File: config.mk
export PLATFORM = sky130hd
export DESIGN_NAME = trhg_top
export DESIGN_NICKNAME = d
export VERILOG_FILES = /design/src/trhg_pkg.sv /design/src/trhg_health.sv /design/src/trhg_top.sv
export SDC_FILE = /design/constraint.sdc
export NUM_CORES = 1
export LEC_CHECK = 0
export BUFFER_PORTS_ARGS = -buffer_cell sky130_fd_sc_hd__buf_2
export CORE_ASPECT_RATIO = 0.5
export CORE_MARGIN = 2
export CORE_UTILIZATION = 44
export CTS_BUF_LIST = sky130_fd_sc_hd__clkbuf_8 sky130_fd_sc_hd__clkbuf_16
export CTS_CLUSTER_DIAMETER = 100
export DETAILED_ROUTE_END_ITERATION = 8
export MAX_ROUTING_LAYER = met4
export PLACE_DENSITY = 0.69
export SLEW_MARGIN = 0
export SYNTH_ARGS = -nofsm -noshare
export SYNTH_HDL_FRONTEND = slang
export SYNTH_SLANG_ARGS = --single-unit
File: constraint.sdc
create_clock -name clk_sys_in -period 5.46 [get_ports clk_sys_in]
set_input_delay 0.273 -clock clk_sys_in [delete_from_list [all_inputs] [get_ports clk_sys_in]]
set_output_delay 0.273 -clock clk_sys_in [all_outputs]
set_load 0.005 [all_outputs]
File: src/trhg_pkg.sv
package trhg_pkg;
  localparam int WORD_W       = 16;
  localparam int WIN_W        = 10;
  localparam int WIN_LEN      = 1024;
  localparam int ONES_LO      = 410;
  localparam int ONES_HI      = 614;
  localparam int RUN_MAX      = 34;
  localparam int RUN_W        = 6;
  localparam int STUCK_MAX    = 64;
  localparam int STUCK_W      = 7;
  localparam int POOL_W       = 16;
  localparam int MIX_BITS     = 4;
  localparam logic [15:0] POOL_RST = 16'h0000;

  typedef enum logic [2:0] {
    TRHG_IDLE,
    TRHG_STARTUP,
    TRHG_RUN,
    TRHG_RETEST,
    TRHG_FAULT,
    TRHG_SHUT
  } trhg_state_t;
endpackage

File: src/trhg_health.sv
`timescale 1ns/100ps
`default_nettype none
module trhg_health
  import trhg_pkg::*;
(
  // Clock and reset
  input  wire logic clk_sys_in,
  input  wire logic reset_in,
  // Restart and raw bit stream
  input  wire logic restart_in,
  input  wire logic raw_valid_in,
  input  wire logic raw_bit_in,
  // Results
  output logic      total_fail_out,
  output logic      win_done_out,
  output logic      win_pass_out
);
  logic [STUCK_W-1:0] stuck_reg;
  logic [RUN_W-1:0]   run_reg;
  logic [WIN_W-1:0]   cnt_reg;
  logic [WIN_W:0]     ones_reg;
  logic               last_reg;
  logic               run_bad_reg;
  logic               tf_reg;
  logic               done_reg;
  logic               pass_reg;

  wire same_bit = raw_bit_in == last_reg;
  wire win_last = cnt_reg == WIN_W'(WIN_LEN - 1);
  wire [WIN_W:0] ones_fin = ones_reg + (WIN_W+1)'(raw_bit_in);
  wire run_hit = same_bit && run_reg == RUN_W'(RUN_MAX - 1);
  wire ones_ok = ones_fin >= (WIN_W+1)'(ONES_LO)
               && ones_fin <= (WIN_W+1)'(ONES_HI);

  always_ff @(posedge clk_sys_in or posedge reset_in)
  begin
    if (reset_in)
    begin
      stuck_reg   <= '0;
      run_reg     <= '0;
      cnt_reg     <= '0;
      ones_reg    <= '0;
      last_reg    <= 1'b0;
      run_bad_reg <= 1'b0;
      tf_reg      <= 1'b0;
      done_reg    <= 1'b0;
      pass_reg    <= 1'b0;
    end
    else if (restart_in)
    begin
      stuck_reg   <= '0;
      run_reg     <= '0;
      cnt_reg     <= '0;
      ones_reg    <= '0;
      run_bad_reg <= 1'b0;
      tf_reg      <= 1'b0;
      done_reg    <= 1'b0;
    end
    else
    begin
      done_reg <= 1'b0;
      if (raw_valid_in)
      begin
        last_reg  <= raw_bit_in;
        // Stuck source: total failure
        stuck_reg <= same_bit ? stuck_reg + STUCK_W'(1) : '0;
        if (same_bit && stuck_reg == STUCK_W'(STUCK_MAX - 2))
          tf_reg <= 1'b1;
        run_reg <= same_bit ? run_reg + RUN_W'(1) : '0;
        cnt_reg <= cnt_reg + WIN_W'(1);
        if (win_last)
        begin
          // Window verdict: bias and run length
          done_reg    <= 1'b1;
          pass_reg    <= ones_ok && !run_bad_reg && !run_hit;
          ones_reg    <= '0;
          run_bad_reg <= 1'b0;
        end
        else
        begin
          ones_reg <= ones_fin;
          if (run_hit)
            run_bad_reg <= 1'b1;
        end
      end
    end
  end

  assign total_fail_out = tf_reg;
  assign win_done_out   = done_reg;
  assign win_pass_out   = pass_reg;
endmodule // trhg_health
`default_nettype wire

File: src/trhg_top.sv
`timescale 1ns/100ps
`default_nettype none
module trhg_top
  import trhg_pkg::*;
#(
  parameter int WORD_WIDTH = trhg_pkg::WORD_W
)
(
  // Clock and reset
  input  wire logic                  clk_sys_in,
  input  wire logic                  reset_in,
  // Control
  input  wire logic                  enable_in,
  input  wire logic                  retest_in,
  input  wire logic                  shutdown_in,
  // Entropy source
  input  wire logic                  raw_valid_in,
  input  wire logic                  raw_bit_in,
  // Consumer
  input  wire logic                  read_in,
  output logic [WORD_WIDTH-1:0]      rnd_word_out,
  output logic                       rnd_valid_out,
  // Status
  output logic                       ready_out,
  output logic                       fail_out,
  output logic                       shut_out
);
  import trhg_pkg::*;

  trhg_state_t             state_reg;
  trhg_state_t             state_next;
  logic [POOL_W-1:0]       pool_reg;
  logic [$clog2(WORD_WIDTH*MIX_BITS+1)-1:0] fill_reg;
  logic [WORD_WIDTH-1:0]   word_reg;
  logic                    word_vld_reg;

  logic total_fail;
  logic win_done;
  logic win_pass;

  localparam int FILL_W = $clog2(WORD_WIDTH*MIX_BITS+1);
  localparam logic [FILL_W-1:0] FILL_FULL = FILL_W'(WORD_WIDTH*MIX_BITS);

  wire restart   = (state_reg == TRHG_IDLE && enable_in)
                 || (state_reg == TRHG_RUN && retest_in);
  wire running   = state_reg == TRHG_RUN;
  wire gated     = !running || total_fail;
  wire pool_full = fill_reg == FILL_FULL;
  wire fb_bit    = pool_reg[POOL_W-1] ^ pool_reg[4] ^ pool_reg[2]
                 ^ pool_reg[1] ^ raw_bit_in;

  trhg_health trhg_health_inst (
    .clk_sys_in     (clk_sys_in),
    .reset_in       (reset_in),
    .restart_in     (restart),
    .raw_valid_in   (raw_valid_in),
    .raw_bit_in     (raw_bit_in),
    .total_fail_out (total_fail),
    .win_done_out   (win_done),
    .win_pass_out   (win_pass)
  );

  always_comb
  begin
    state_next = state_reg;
    case (state_reg)
      TRHG_IDLE:
        if (enable_in)
          state_next = TRHG_STARTUP;
      TRHG_STARTUP:
        if (total_fail)
          state_next = TRHG_FAULT;
        else if (win_done)
          state_next = win_pass ? TRHG_RUN : TRHG_FAULT;
      TRHG_RUN:
        if (total_fail || (win_done && !win_pass))
          state_next = TRHG_FAULT;
        else if (retest_in)
          state_next = TRHG_RETEST;
      TRHG_RETEST:
        if (total_fail)
          state_next = TRHG_FAULT;
        else if (win_done)
          state_next = win_pass ? TRHG_RUN : TRHG_FAULT;
      TRHG_FAULT:
        state_next = TRHG_FAULT;
      TRHG_SHUT:
        state_next = TRHG_SHUT;
      default:
        state_next = TRHG_FAULT;
    endcase
    if (shutdown_in)
      state_next = TRHG_SHUT;
  end

  always_ff @(posedge clk_sys_in or posedge reset_in)
  begin
    if (reset_in)
      state_reg <= TRHG_IDLE;
    else
      state_reg <= state_next;
  end

  // Conditioning pool, several raw bits per output bit
  always_ff @(posedge clk_sys_in or posedge reset_in)
  begin
    if (reset_in)
    begin
      pool_reg <= POOL_RST;
      fill_reg <= '0;
    end
    else if (gated || restart)
    begin
      fill_reg <= '0;
    end
    else if (raw_valid_in && !pool_full)
    begin
      pool_reg <= {pool_reg[POOL_W-2:0], fb_bit};
      fill_reg <= fill_reg + FILL_W'(1);
    end
    else if (pool_full && (!word_vld_reg || read_in))
    begin
      fill_reg <= '0;
    end
  end

  // Output word holding register
  always_ff @(posedge clk_sys_in or posedge reset_in)
  begin
    if (reset_in)
    begin
      word_reg     <= '0;
      word_vld_reg <= 1'b0;
    end
    else if (gated)
    begin
      word_reg     <= '0;
      word_vld_reg <= 1'b0;
    end
    else if (pool_full && (!word_vld_reg || read_in))
    begin
      word_reg     <= pool_reg[WORD_WIDTH-1:0];
      word_vld_reg <= 1'b1;
    end
    else if (read_in)
    begin
      word_vld_reg <= 1'b0;
    end
  end

  assign rnd_word_out  = word_reg;
  assign rnd_valid_out = word_vld_reg && !gated;
  assign ready_out     = running;
  assign fail_out      = state_reg == TRHG_FAULT;
  assign shut_out      = state_reg == TRHG_SHUT;
endmodule // trhg_top
`default_nettype wire
After elaboration in Yosys (flattened, before gate mapping)
Cells that the tools add are included.

Bits in registers: 82. Input port bits: 8. Output and inout port bits: 20. Logic and storage cells: 114.

Add/sub/neg operators: 5. Order comparisons: 2. Equality and inequality tests: 13. Muxes and demuxes: 37. Bitwise logic cells: 6. Reductions and logical operators: 37.

Operators by type and width (number): $mux W7 (6); $mux W11 (3); $mux W16 (2); $mux W3 (7); $mux W10 (2); $mux W6 (3); $add A7 B1 Y7 const B (2); $mux W1 (13); $pmux W3 S4 (1); $add A11 B1 Y11 (1); $ge A11 B9 Y1 const B (1); $le A11 B10 Y1 const B (1); $logic_and A1 B1 Y1 (11); $add A10 B1 Y10 const B (1); $eq A10 B10 Y1 const B (1); $reduce_bool A3 Y1 (3); $reduce_and A2 Y1 (4); $eq A7 B6 Y1 const B (1); $eq A7 B7 Y1 const B (1); $logic_not A1 Y1 (7); $add A6 B1 Y6 const B (1); $eq A3 B2 Y1 const B (2); $eq A3 B3 Y1 const B (2); $eq A6 B6 Y1 const B (1); other kinds (12) (23).

Longest topological paths before layout
Gate-level depths: netlist of run 1.

Word-level depth: 6. Depth in mapped cells: 10. Gate-level depth less buffers: 8.

Hierarchy
Synthesis of run 1 repeated with hierarchy kept, for this count alone.

Cell total of the unflattened synthesis: 414. Area, all modules: 4354.2 um2.

Modules (own cells, without submodules): trhg_health (times used 1, cells each 259, area an instance 2323.5 um2, sequential area each 975.9 um2); trhg_top (times used 1, cells each 155, area an instance 2030.7 um2, sequential area each 1076.0 um2).

Worst setup path after synthesis of run 1
No wires, ideal clock.

Kind: register to register. From: register trhg_health_inst.ones_reg[0]. To: register trhg_health_inst.pass_reg, in the netlist trhg_health_inst.win_pass_out. Library setup time: 0.087 ns. Arrival time: 2.002 ns. Data required time: 5.373 ns. Path slack: 3.371 ns. Cell stages (with the launch flop): 9. Path buffers: 0. Clock period less this slack: 2.089 ns. Cell sequence: dfrtp_1 ha_1 ha_1 a211o_1 a211o_1 o31ai_1 a221oi_1 or3_1 o211ai_1.

Longest elaborated chain between the ends: 5. Elaborated cells between the ends (all ways): 6. Classes of those cells: add/sub: 1; order compare: 2; reduce/logical: 3.

Ends and longest elaborated chain: start: declaration (RTL line trhg_health.sv:21) `logic [WIN_W:0] ones_reg;`; start signal: assignment (RTL line trhg_health.sv:81) `ones_reg <= ones_fin;`; $add A11 B1 Y11 (*) (RTL line trhg_health.sv:30) `wire [WIN_W:0] ones_fin = ones_reg + (WIN_W+1)'(raw_bit_in);`; $ge A11 B9 Y1 or $le A11 B10 Y1 (tied branches) (RTL line trhg_health.sv:32, trhg_health.sv:33); $logic_and A1 B1 Y1 (*) (RTL line trhg_health.sv:33) `&& ones_fin <= (WIN_W+1)'(ONES_HI);`; $logic_and A1 B1 Y1 (*) (2 in series) (RTL line trhg_health.sv:75) `pass_reg <= ones_ok && !run_bad_reg && !run_hit;`; end signal: assignment (RTL line trhg_health.sv:75); end: declaration (RTL line trhg_health.sv:26) `logic pass_reg;`.

Mark *: on every way between the ends. The rest lies on a longest branch, timed or not. A chain may end at the register's enable or synchronous reset.

Final worst setup path of run 1
From: register state_reg[0]. To: register pool_reg[13].

Longest elaborated chain between the ends: 6. Elaborated cells between the ends (all ways): 10. Classes of those cells: eq/ne: 1; bitwise: 1; reduce/logical: 8.

Ends and longest elaborated chain: start: declaration (RTL line trhg_top.sv:30) `trhg_state_t state_reg;`; start signal: assignment (RTL line trhg_top.sv:101) `state_reg <= state_next;`; $eq A3 B2 Y1 or $logic_not A3 Y1 (tied branches) (RTL line trhg_top.sv:45, trhg_top.sv:46, trhg_top.sv:44); $logic_not A1 Y1, or another cell as far along (RTL line trhg_top.sv:47) `wire gated = !running || total_fail;`; $logic_or A1 B1 Y1 (on tied branches) (RTL line trhg_top.sv:47, trhg_top.sv:45); $logic_or A1 B1 Y1 (*) (RTL line trhg_top.sv:112) `else if (gated || restart)`; $not A1 Y1 (no line) (*); $reduce_and A2 Y1 (no line) (*); end signal: assignment (RTL line trhg_top.sv:118) `pool_reg <= {pool_reg[POOL_W-2:0], fb_bit};`; end: declaration (RTL line trhg_top.sv:32) `logic [POOL_W-1:0] pool_reg;`.

Marked as above.

==> results.ini, run 1 <==
[finish]
layout.nets = 474
design_area_um2 = 4690
syn_to_final_growth_pct = 10.7
drive_above_1_share = 0.145
n_antenna_cell = 0

[hold_path]
hold_class = input pin to flop

[clock_network]
clock_latency_ns = 0.34
cts_buffer_depth = 2
tritoncts = yes
post_cts_resized = 0
cts_setup_buffers = 0
cts_root_buffer = clkbuf_16
numCtsBuffers = 9
cts-htree-levels = 3
hold_buffers = 0
clock-sinks = 82
path_clk_slew_ns = 0.06

[synthesis]
syn_nets = 461
ys_ff_latch = 82
syn_avg_cell_area_um2 = 9.55
yosys.area.top_type_share = 0.484
synthArstFlopShare = 1.00
ys_types = 51
yosysTopAreaCell = dfrtp_1
yosysSeqAreaShare = 0.484
synth_top_cells_by_count = 82 x dfrtp_1, 62 x nand2_1, 43 x o21ai_0, 30 x nor2_1, 28 x a21oi_1
syn-cell-area_um2 = 4240
synth_warnings = 0
synthFlopType = dfrtp_1
synth_edf_count = 0
synth.area.top_cells = dfrtp_1 48%, nand2_1 5.5%, o21ai_0 5.1%
synth_cells = 444
synth.most_common_cell = dfrtp_1

[sta]
tightest_slew_ns = 1.18
hold_viol_final = 0
final_max_slew_viol_count = 0
fin_crit_ns = 2.70
slew_headroom = 0.213
setup_viol = 0
max_clock_freq_mhz = 370
min_period_over_period = 0.495
rsz0062_at_grt = no
setup_tns_ns = 0
finClkSkew_ns = 0.00721

[drt]
drc = 0
drt_iter0_drc = 180
vias = 3173
viasPerCell = 5.32
drt_wl_total_um = 7740
postRouteAntennaNets = 0
drt-pass1-iter-count = 4
route.detailed.wl_per_inst_um = 13.0

[run]
cap_violations = 0

[placement]
dpl-instance-area_um2 = 4420
dpl.hpwl_um = 5060
place.port_buffers = 27
gp_congestion = 0.762

[worst_setup_path]
crit_buf_inv = 0
crit_fanout = 29
cp_data_arrival_time_ns = 2.93
max_stage_delay_ns = 0.78
crit_chain = nor2_1 > nand3b_1 > nand4bb_4 > mux2_2
crit_path_end_kind = flop
slowest_stage = nand4bb_4
cp.required_ns = 5.68
critPathKind = flop to flop
cp_top_family = simple AND/OR/NAND/NOR gates
setup.worst_path.start_class = flop

[floorplanning]
dieWidth_um = 143
ios = 28
core_area_um2 = 9420
die_y_um = 73.4
rows = 25
dieArea_um2 = 10500
start_util = 0.450

[run_status]
outcome = finished clean

[power]
ir_drop_mv = 0.139
p_leak_nw = 1.99
power_density_nw_per_um2 = 300

[global_routing]
grt_antenna_before_repair = 0
grt_use_total = 0.162
grt_pass1_wl_um = 13000
grt_pass1_vias = 2719
grt.overflow.total = 0
grt_max_degree = 83

==> metrics by stage <==
| step | power, W | setup slack, ns | instances | hold WS, ns | utilization |
|---|---|---|---|---|---|
| after CTS | 0.00142 | 2.76 | 596 | 0.111 | 0.499 |
| after detailed placement | 0.000856 | 2.76 | 581 | 0.472 | 0.469 |
| final | 0.00141 | 2.76 | 596 | 0.124 | 0.499 |
| after global placement | 0.000852 | 2.83 | 581 | 0.464 | 0.469 |
| after floorplan | 0.000818 | 3.08 | 444 | 0.340 | - |
| after global routing | 0.00148 | 2.52 | 596 | 0.130 | 0.499 |
==> final cells by class <==
| class | instances | area [um^2] |
|---|---|---|
| Sequential cell | 82 | 2050 |
| Fill cell | 865 | 4720 |
| Multi-Input combinational cell | 325 | 2010 |
| Clock inverter | 5 | 38.8 |
| Clock buffer | 10 | 239 |
| Tap cell | 135 | 169 |
| Inverter | 11 | 42.5 |
| Timing Repair Buffer | 28 | 143 |
==> cells by family (layout without fill, tap and decap cells) <==
family,count (synthesis),count (layout),synth area share
buffers and inverters,37,54,0.0422
AO/OA/AOI/OAI,105,105,0.149
XOR/XNOR,18,18,0.0372
adder cells (fa/ha/maj),9,9,0.0266
multiplexers,19,19,0.0511
flip-flops,82,82,0.484
AND/OR/NAND/NOR,174,174,0.210
==> path summary, 6_finish.rpt <==
check,startpoint,endpoint,slack (ns),cells after the start
max in group asynchronous,reset_in,trhg_health_inst.ones_reg[0],4.57,3
worst max-delay path,state_reg[0],pool_reg[13],2.76,4
worst max register to register,state_reg[0],pool_reg[13],2.76,4
min in group asynchronous,reset_in,fill_reg[0],0.25,3
worst min register to register,trhg_health_inst.stuck_reg[6],trhg_health_inst.stuck_reg[6],0.49,1
worst min-delay path,shutdown_in,state_reg[1],0.12,2
==> per-layer routing <==
| layer | vias up | wire length (um) | GRT usage |
|---|---|---|---|
| li1 | 1588 | - | - |
| met1 | 1533 | 4020 | 0.215 |
| met2 | 44 | 3340 | 0.244 |
| met3 | 8 | 292 | 0.0508 |
| met4 | 0 | 87 | 0.0396 |
| met5 | - | 0 | - |
==> worst register-to-register path, cell delays in order, from the launching register on <==
cell,delay [ns]
dfrtp_1,0.44
nor2_1,0.32
nand3b_1,0.63
nand4bb_4,0.78
mux2_2,0.43
==> report_power, final <==
part	switching (W)	internal (W)	leakage, nW	total (W)
sequential	0.0000508	0.000650	1.11	0.000700
clock	0.000244	0.000319	0.123	0.000563
combinational	0.0000850	0.0000605	0.756	0.000146
==> cell usage in the layout, fill, tap and decap left out, drive strengths merged, types with 4 or more instances in the layout <==
cell / count
o31ai: 9
and3: 8
xor2: 9
o21ai: 49
nand2: 62
buf: 28
nand2b: 10
dfrtp: 82
nand3b: 4
nand4: 11
inv: 11
clkbuf: 10
nor3: 7
nand3: 13
mux2: 18
xnor2: 9
ha: 9
clkinvlp: 4
or3: 4
a21oi: 28
nor2b: 11
nor2: 30
No activity file was read; power rests on OpenSTA's default activity.
==> run 2: changes to the inputs <==
Settings changed: PLACE_DENSITY 0.69 to 0.71.
Clock period 5.46 ns to 2.4 ns, I/O delays scaled along.
==> results.ini, run 2 (synthesized netlist as in run 1, its figures left out) <==
[finish]
multi_input_area_um2 = 2020
fin_cells = 609
layout_common_cells = 82 x dfrtp_1, 62 x nand2_1, 43 x o21ai_0
layout_commonest_cell = dfrtp_1
layout.nets = 486
syn_to_final_growth_pct = 13.8
regArea_um2 = 2050
n_antenna_cell = 0
drive_above_1_share = 0.167
fill_cells = 839

[placement]
place.port_buffers = 27
placed_cells = 591
gp_congestion = 0.931
dp_slack_ns = 0.198
dpl.hpwl_um = 5410

[sta]
fin_crit_ns = 2.20
setup_tns_ns = 0
setup_viol = 0
tightest_slew_ns = 0.615
finClkSkew_ns = 0.00747
hold_viol_final = 0
fin_hold_ws_ns = 0.0925
final_max_slew_viol_count = 0
max_clock_freq_mhz = 454
min_period_over_period = 0.917
rsz0062_at_grt = no
slew_headroom = 0.590
setup_ws_ns = 0.199

[clock_network]
cts_setup_buffers = 0
tritoncts = yes
clock-sinks = 82
numCtsBuffers = 9
cts_buffer_depth = 2
cts_root_buffer = clkbuf_16
clock_latency_ns = 0.35
cts-htree-levels = 3
path_clk_slew_ns = 0.06

[drt]
postRouteAntennaNets = 0
drt_iter0_drc = 286
viasPerCell = 5.32
drt-pass1-iter-count = 4
route.detailed.wl_per_inst_um = 13.6
drc = 0
drt_wl_total_um = 8310
vias = 3238

[worst_setup_path]
crit_fanout = 5
critPathKind = flop to flop
setup.worst_path.start_class = flop
crit_path_end_kind = flop
cp_data_arrival_time_ns = 2.47
cp.required_ns = 2.67

[floorplanning]
rows = 25
die_y_um = 73.4
dieArea_um2 = 10500
core_area_um2 = 9420
start_util = 0.450
dieWidth_um = 143
ios = 28

[power]
switchingPower_w = 0.000938
power_density_nw_per_um2 = 684
pwr-share-clk = 0.411
seqPwrFrac = 0.483
sw_frac_of_total = 0.284
ir_drop_mv = 0.315
p_leak_nw = 2.07
p_comb_frac = 0.107
p_int_w = 0.00236

[global_routing]
grt_pass1_wl_um = 14300
grt_max_degree = 62
grt.overflow.total = 0
grt_antenna_before_repair = 0
grt_pass1_vias = 2986
grt_use_total = 0.178

[hold_path]
hold_class = input pin to flop

[run]
cap_violations = 0

[run_status]
outcome = finished clean

-- run 2: cell count changes in the layout (fill, tap and decap cells not counted), sizes merged --
cell         change
clkinv           +2
clkinvlp         -3
dlygate4sd3      +2
buf             +10
clkbuf           -1
inv              +3
-- run 2: per-stage QoR --
step	utilization	instance area, um^2	total power (W)
final	0.512	4820	0.00330
after global routing	0.512	4820	0.00347
after CTS	0.512	4820	0.00333
after detailed placement	0.478	4500	0.00197
after global placement	0.478	4500	0.00196
after floorplan	-	4240	0.00186
-- run 2: per-layer routing --
layer,up-vias,GRT usage,share of wire
li1,1609,-,-
met2,49,0.274,0.46
met3,12,0.0528,0.033
met1,1568,0.232,0.50
met5,-,-,0
met4,0,0.0473,0.014
-- run 2: cell type report --
cell class                      instances  share of cell area
Tap cell                              135              0.0350
Clock buffer                            9              0.0467
Multi-Input combinational cell        325               0.418
Inverter                               11             0.00882
Timing Repair Buffer                   40              0.0519
Clock inverter                          7              0.0145
Sequential cell                        82               0.425
-- run 2: power groups by stage --
stage / registers, W / logic [W] / clock network (W)
global route: 0.00161 / 0.000413 / 0.00145
floorplan: 0.00158 / 0.000282 / 0
finish: 0.00159 / 0.000352 / 0.00136
CTS: 0.00159 / 0.000355 / 0.00139
global placement: 0.00161 / 0.000342 / 0
detailed placement: 0.00161 / 0.000355 / 0
-- run 2: path summary, 6_finish.rpt --
path                       slack [ns]  cells past startpoint                         start                             to
setup reg to reg                 0.20                      8  trhg_health_inst.ones_reg[0]  trhg_health_inst.win_pass_out
setup / recovery                 0.20                      8  trhg_health_inst.ones_reg[0]  trhg_health_inst.win_pass_out
min in group asynchronous        0.29                      3                      reset_in                    fill_reg[1]
hold reg to reg                  0.48                      1                   fill_reg[6]                    fill_reg[6]
max in group asynchronous        1.47                      4                      reset_in   trhg_health_inst.ones_reg[5]
hold / removal                   0.09                      2                    raw_bit_in      trhg_health_inst.last_reg
-- run 2: what timing repair did --
| item | CTS | global route |
|---|---|---|
| hold buffers | 2 | 0 |
| gates resized for setup | 0 | 2 |
| endpoints found under the hold margin | 22 | 0 |
| endpoints found under the setup margin | 0 | 1 |
-- run 2: worst max-delay path: stages (launching register included) --
cell	delay (ns)
dfrtp_1	0.38
ha_1	0.23
ha_1	0.34
a211o_1	0.27
a211o_1	0.28
o31ai_1	0.06
a221oi_1	0.11
or3_1	0.36
o211ai_1	0.08
==> run 3: changes to the inputs <==
Settings changed: RECOVER_POWER from default to 50.
==> results.ini, run 3 (synthesized netlist as in run 1, its figures left out) <==
[floorplanning]
die_y_um = 73.4
rows = 25
core_area_um2 = 9420
dieArea_um2 = 10500
ios = 28
start_util = 0.450
dieWidth_um = 143

[clock_network]
tritoncts = yes
numCtsBuffers = 9
clock_latency_ns = 0.35
cts-htree-levels = 3
clock-sinks = 82
cts_setup_buffers = 0
path_clk_slew_ns = 0.06
cts_root_buffer = clkbuf_16
cts_buffer_depth = 2

[run_status]
outcome = finished clean

[finish]
n_antenna_cell = 0
layout.nets = 486
postLayoutCoreUtil = 0.510
layout_common_cells = 82 x dfrtp_1, 62 x nand2_1, 43 x o21ai_0
syn_to_final_growth_pct = 13.3
layout_commonest_cell = dfrtp_1
drive_above_1_share = 0.150
design_area_um2 = 4800

[worst_setup_path]
reg2reg_slack_ns = 0.20
crit_chain = ha_1 > ha_1 > a211o_1 > a211o_1 > o31ai_1 > a221oi_1 > or3_1 > o211ai_1
max_stage_delay_ns = 0.38
slowest_stage = dfrtp_1
r2r_end = trhg_health_inst.win_pass_out
r2r-start = trhg_health_inst.ones_reg[0]
setup.worst_path.start_class = flop
crit_fanout = 5
worstRegToRegCells = 8
crit_path_end_kind = flop
critPathKind = flop to flop
cp.required_ns = 2.67
cp_data_arrival_time_ns = 2.47

[global_routing]
grt.overflow.total = 0
grt_pass1_vias = 2986
grt_pass1_wl_um = 14300
grt_antenna_before_repair = 0
grt_max_degree = 62
grt_use_total = 0.178

[drt]
drt-pass1-iter-count = 4
vias = 3240
drc = 0
route.detailed.wl_per_inst_um = 13.6
drt_wl_total_um = 8290
viasPerCell = 5.32
drt_iter0_drc = 314
postRouteAntennaNets = 0

[hold_path]
hold_class = input pin to flop
hold-path-endpoint = trhg_health_inst.last_reg
whs_path_depth = 2
min-delay-start = raw_bit_in

[sta]
setup_viol = 0
fin_hold_ws_ns = 0.0918
setup_tns_ns = 0
rsz0062_at_grt = no
hold_viol_final = 0
min_period_over_period = 0.917
fin_crit_ns = 2.20
slew_headroom = 0.354
finClkSkew_ns = 0.00773
tightest_slew_ns = 0.963
max_clock_freq_mhz = 454
final_max_slew_viol_count = 0

[power]
power_density_nw_per_um2 = 685
ir_drop_mv = 0.314
p_leak_nw = 2.02
power.total_w = 0.00329

[placement]
dpl-instance-area_um2 = 4500
dpl.hpwl_um = 5410
place.port_buffers = 27
gp_congestion = 0.931

[run]
cap_violations = 0

==> run 3: changes by cell type in the layout (fill, tap and decap cells not counted) <==
cell and change:
buf_2 -8, clkbuf_1 +8, buf_12 -1, clkbuf_4 +1, clkinv_2 -1, clkinvlp_2 +1
==> run 3: metal layers <==
layer  up-vias  part of all wire  routed length [um]  track usage
met1      1574              0.49                4060        0.232
li1       1609                 -                   -            -
met5         -                 0                   0            -
met4         0            0.0093                  77       0.0473
met3         8             0.034                 283       0.0528
met2        49              0.47                3870        0.274
==> run 3: cell type report <==
type,instances,area [um^2]
Clock inverter,7,70.1
Sequential cell,82,2050
Fill cell,848,4610
Inverter,11,42.5
Tap cell,135,169
Timing Repair Buffer,40,228
Multi-Input combinational cell,325,2020
Clock buffer,9,225
==> run 3: worst max-delay path, delay by kind of cell (launching register included) <==
kind,cells,cell delay [ns]
flip-flops,1,0.38
adder cells (fa/ha/maj),2,0.57
AND/OR/NAND/NOR,1,0.36
AO/OA/AOI/OAI,5,0.80
==> run 3: power breakdown <==
group	switching [W]	leakage (nW)	internal, W
clock network	0.000620	0.142	0.000729
registers	0.000116	1.11	0.00148
logic	0.000196	0.772	0.000152
total	0.000932	2.02	0.00236
==> run 3: worst max path at each step <==
stage          cells after the start                         start  slack [ns]                       endpoint
6_report                           8  trhg_health_inst.ones_reg[0]        0.20  trhg_health_inst.win_pass_out
5_1_grt                            9  trhg_health_inst.ones_reg[0]        0.04  trhg_health_inst.win_pass_out
4_1_cts                            8  trhg_health_inst.ones_reg[0]        0.18  trhg_health_inst.win_pass_out
3_5_place_dp                       9  trhg_health_inst.ones_reg[0]        0.20  trhg_health_inst.win_pass_out
3_3_place_gp                       9  trhg_health_inst.ones_reg[0]        0.23  trhg_health_inst.win_pass_out
2_1_floorplan                      1                      reset_in        0.17                    fill_reg[0]
==> run 3: through the flow <==
step	setup slack, ns	instances
after global routing	0.0374	609
after floorplan	0.172	444
after global placement	0.235	591
after detailed placement	0.198	591
final	0.199	609
after CTS	0.182	609
==> run 3: what timing repair did <==
action / CTS / global route
endpoints found under the setup margin: 0 / 1
resized for setup: 0 / 2
hold buffers: 2 / 0
endpoints found under the hold margin: 22 / 0
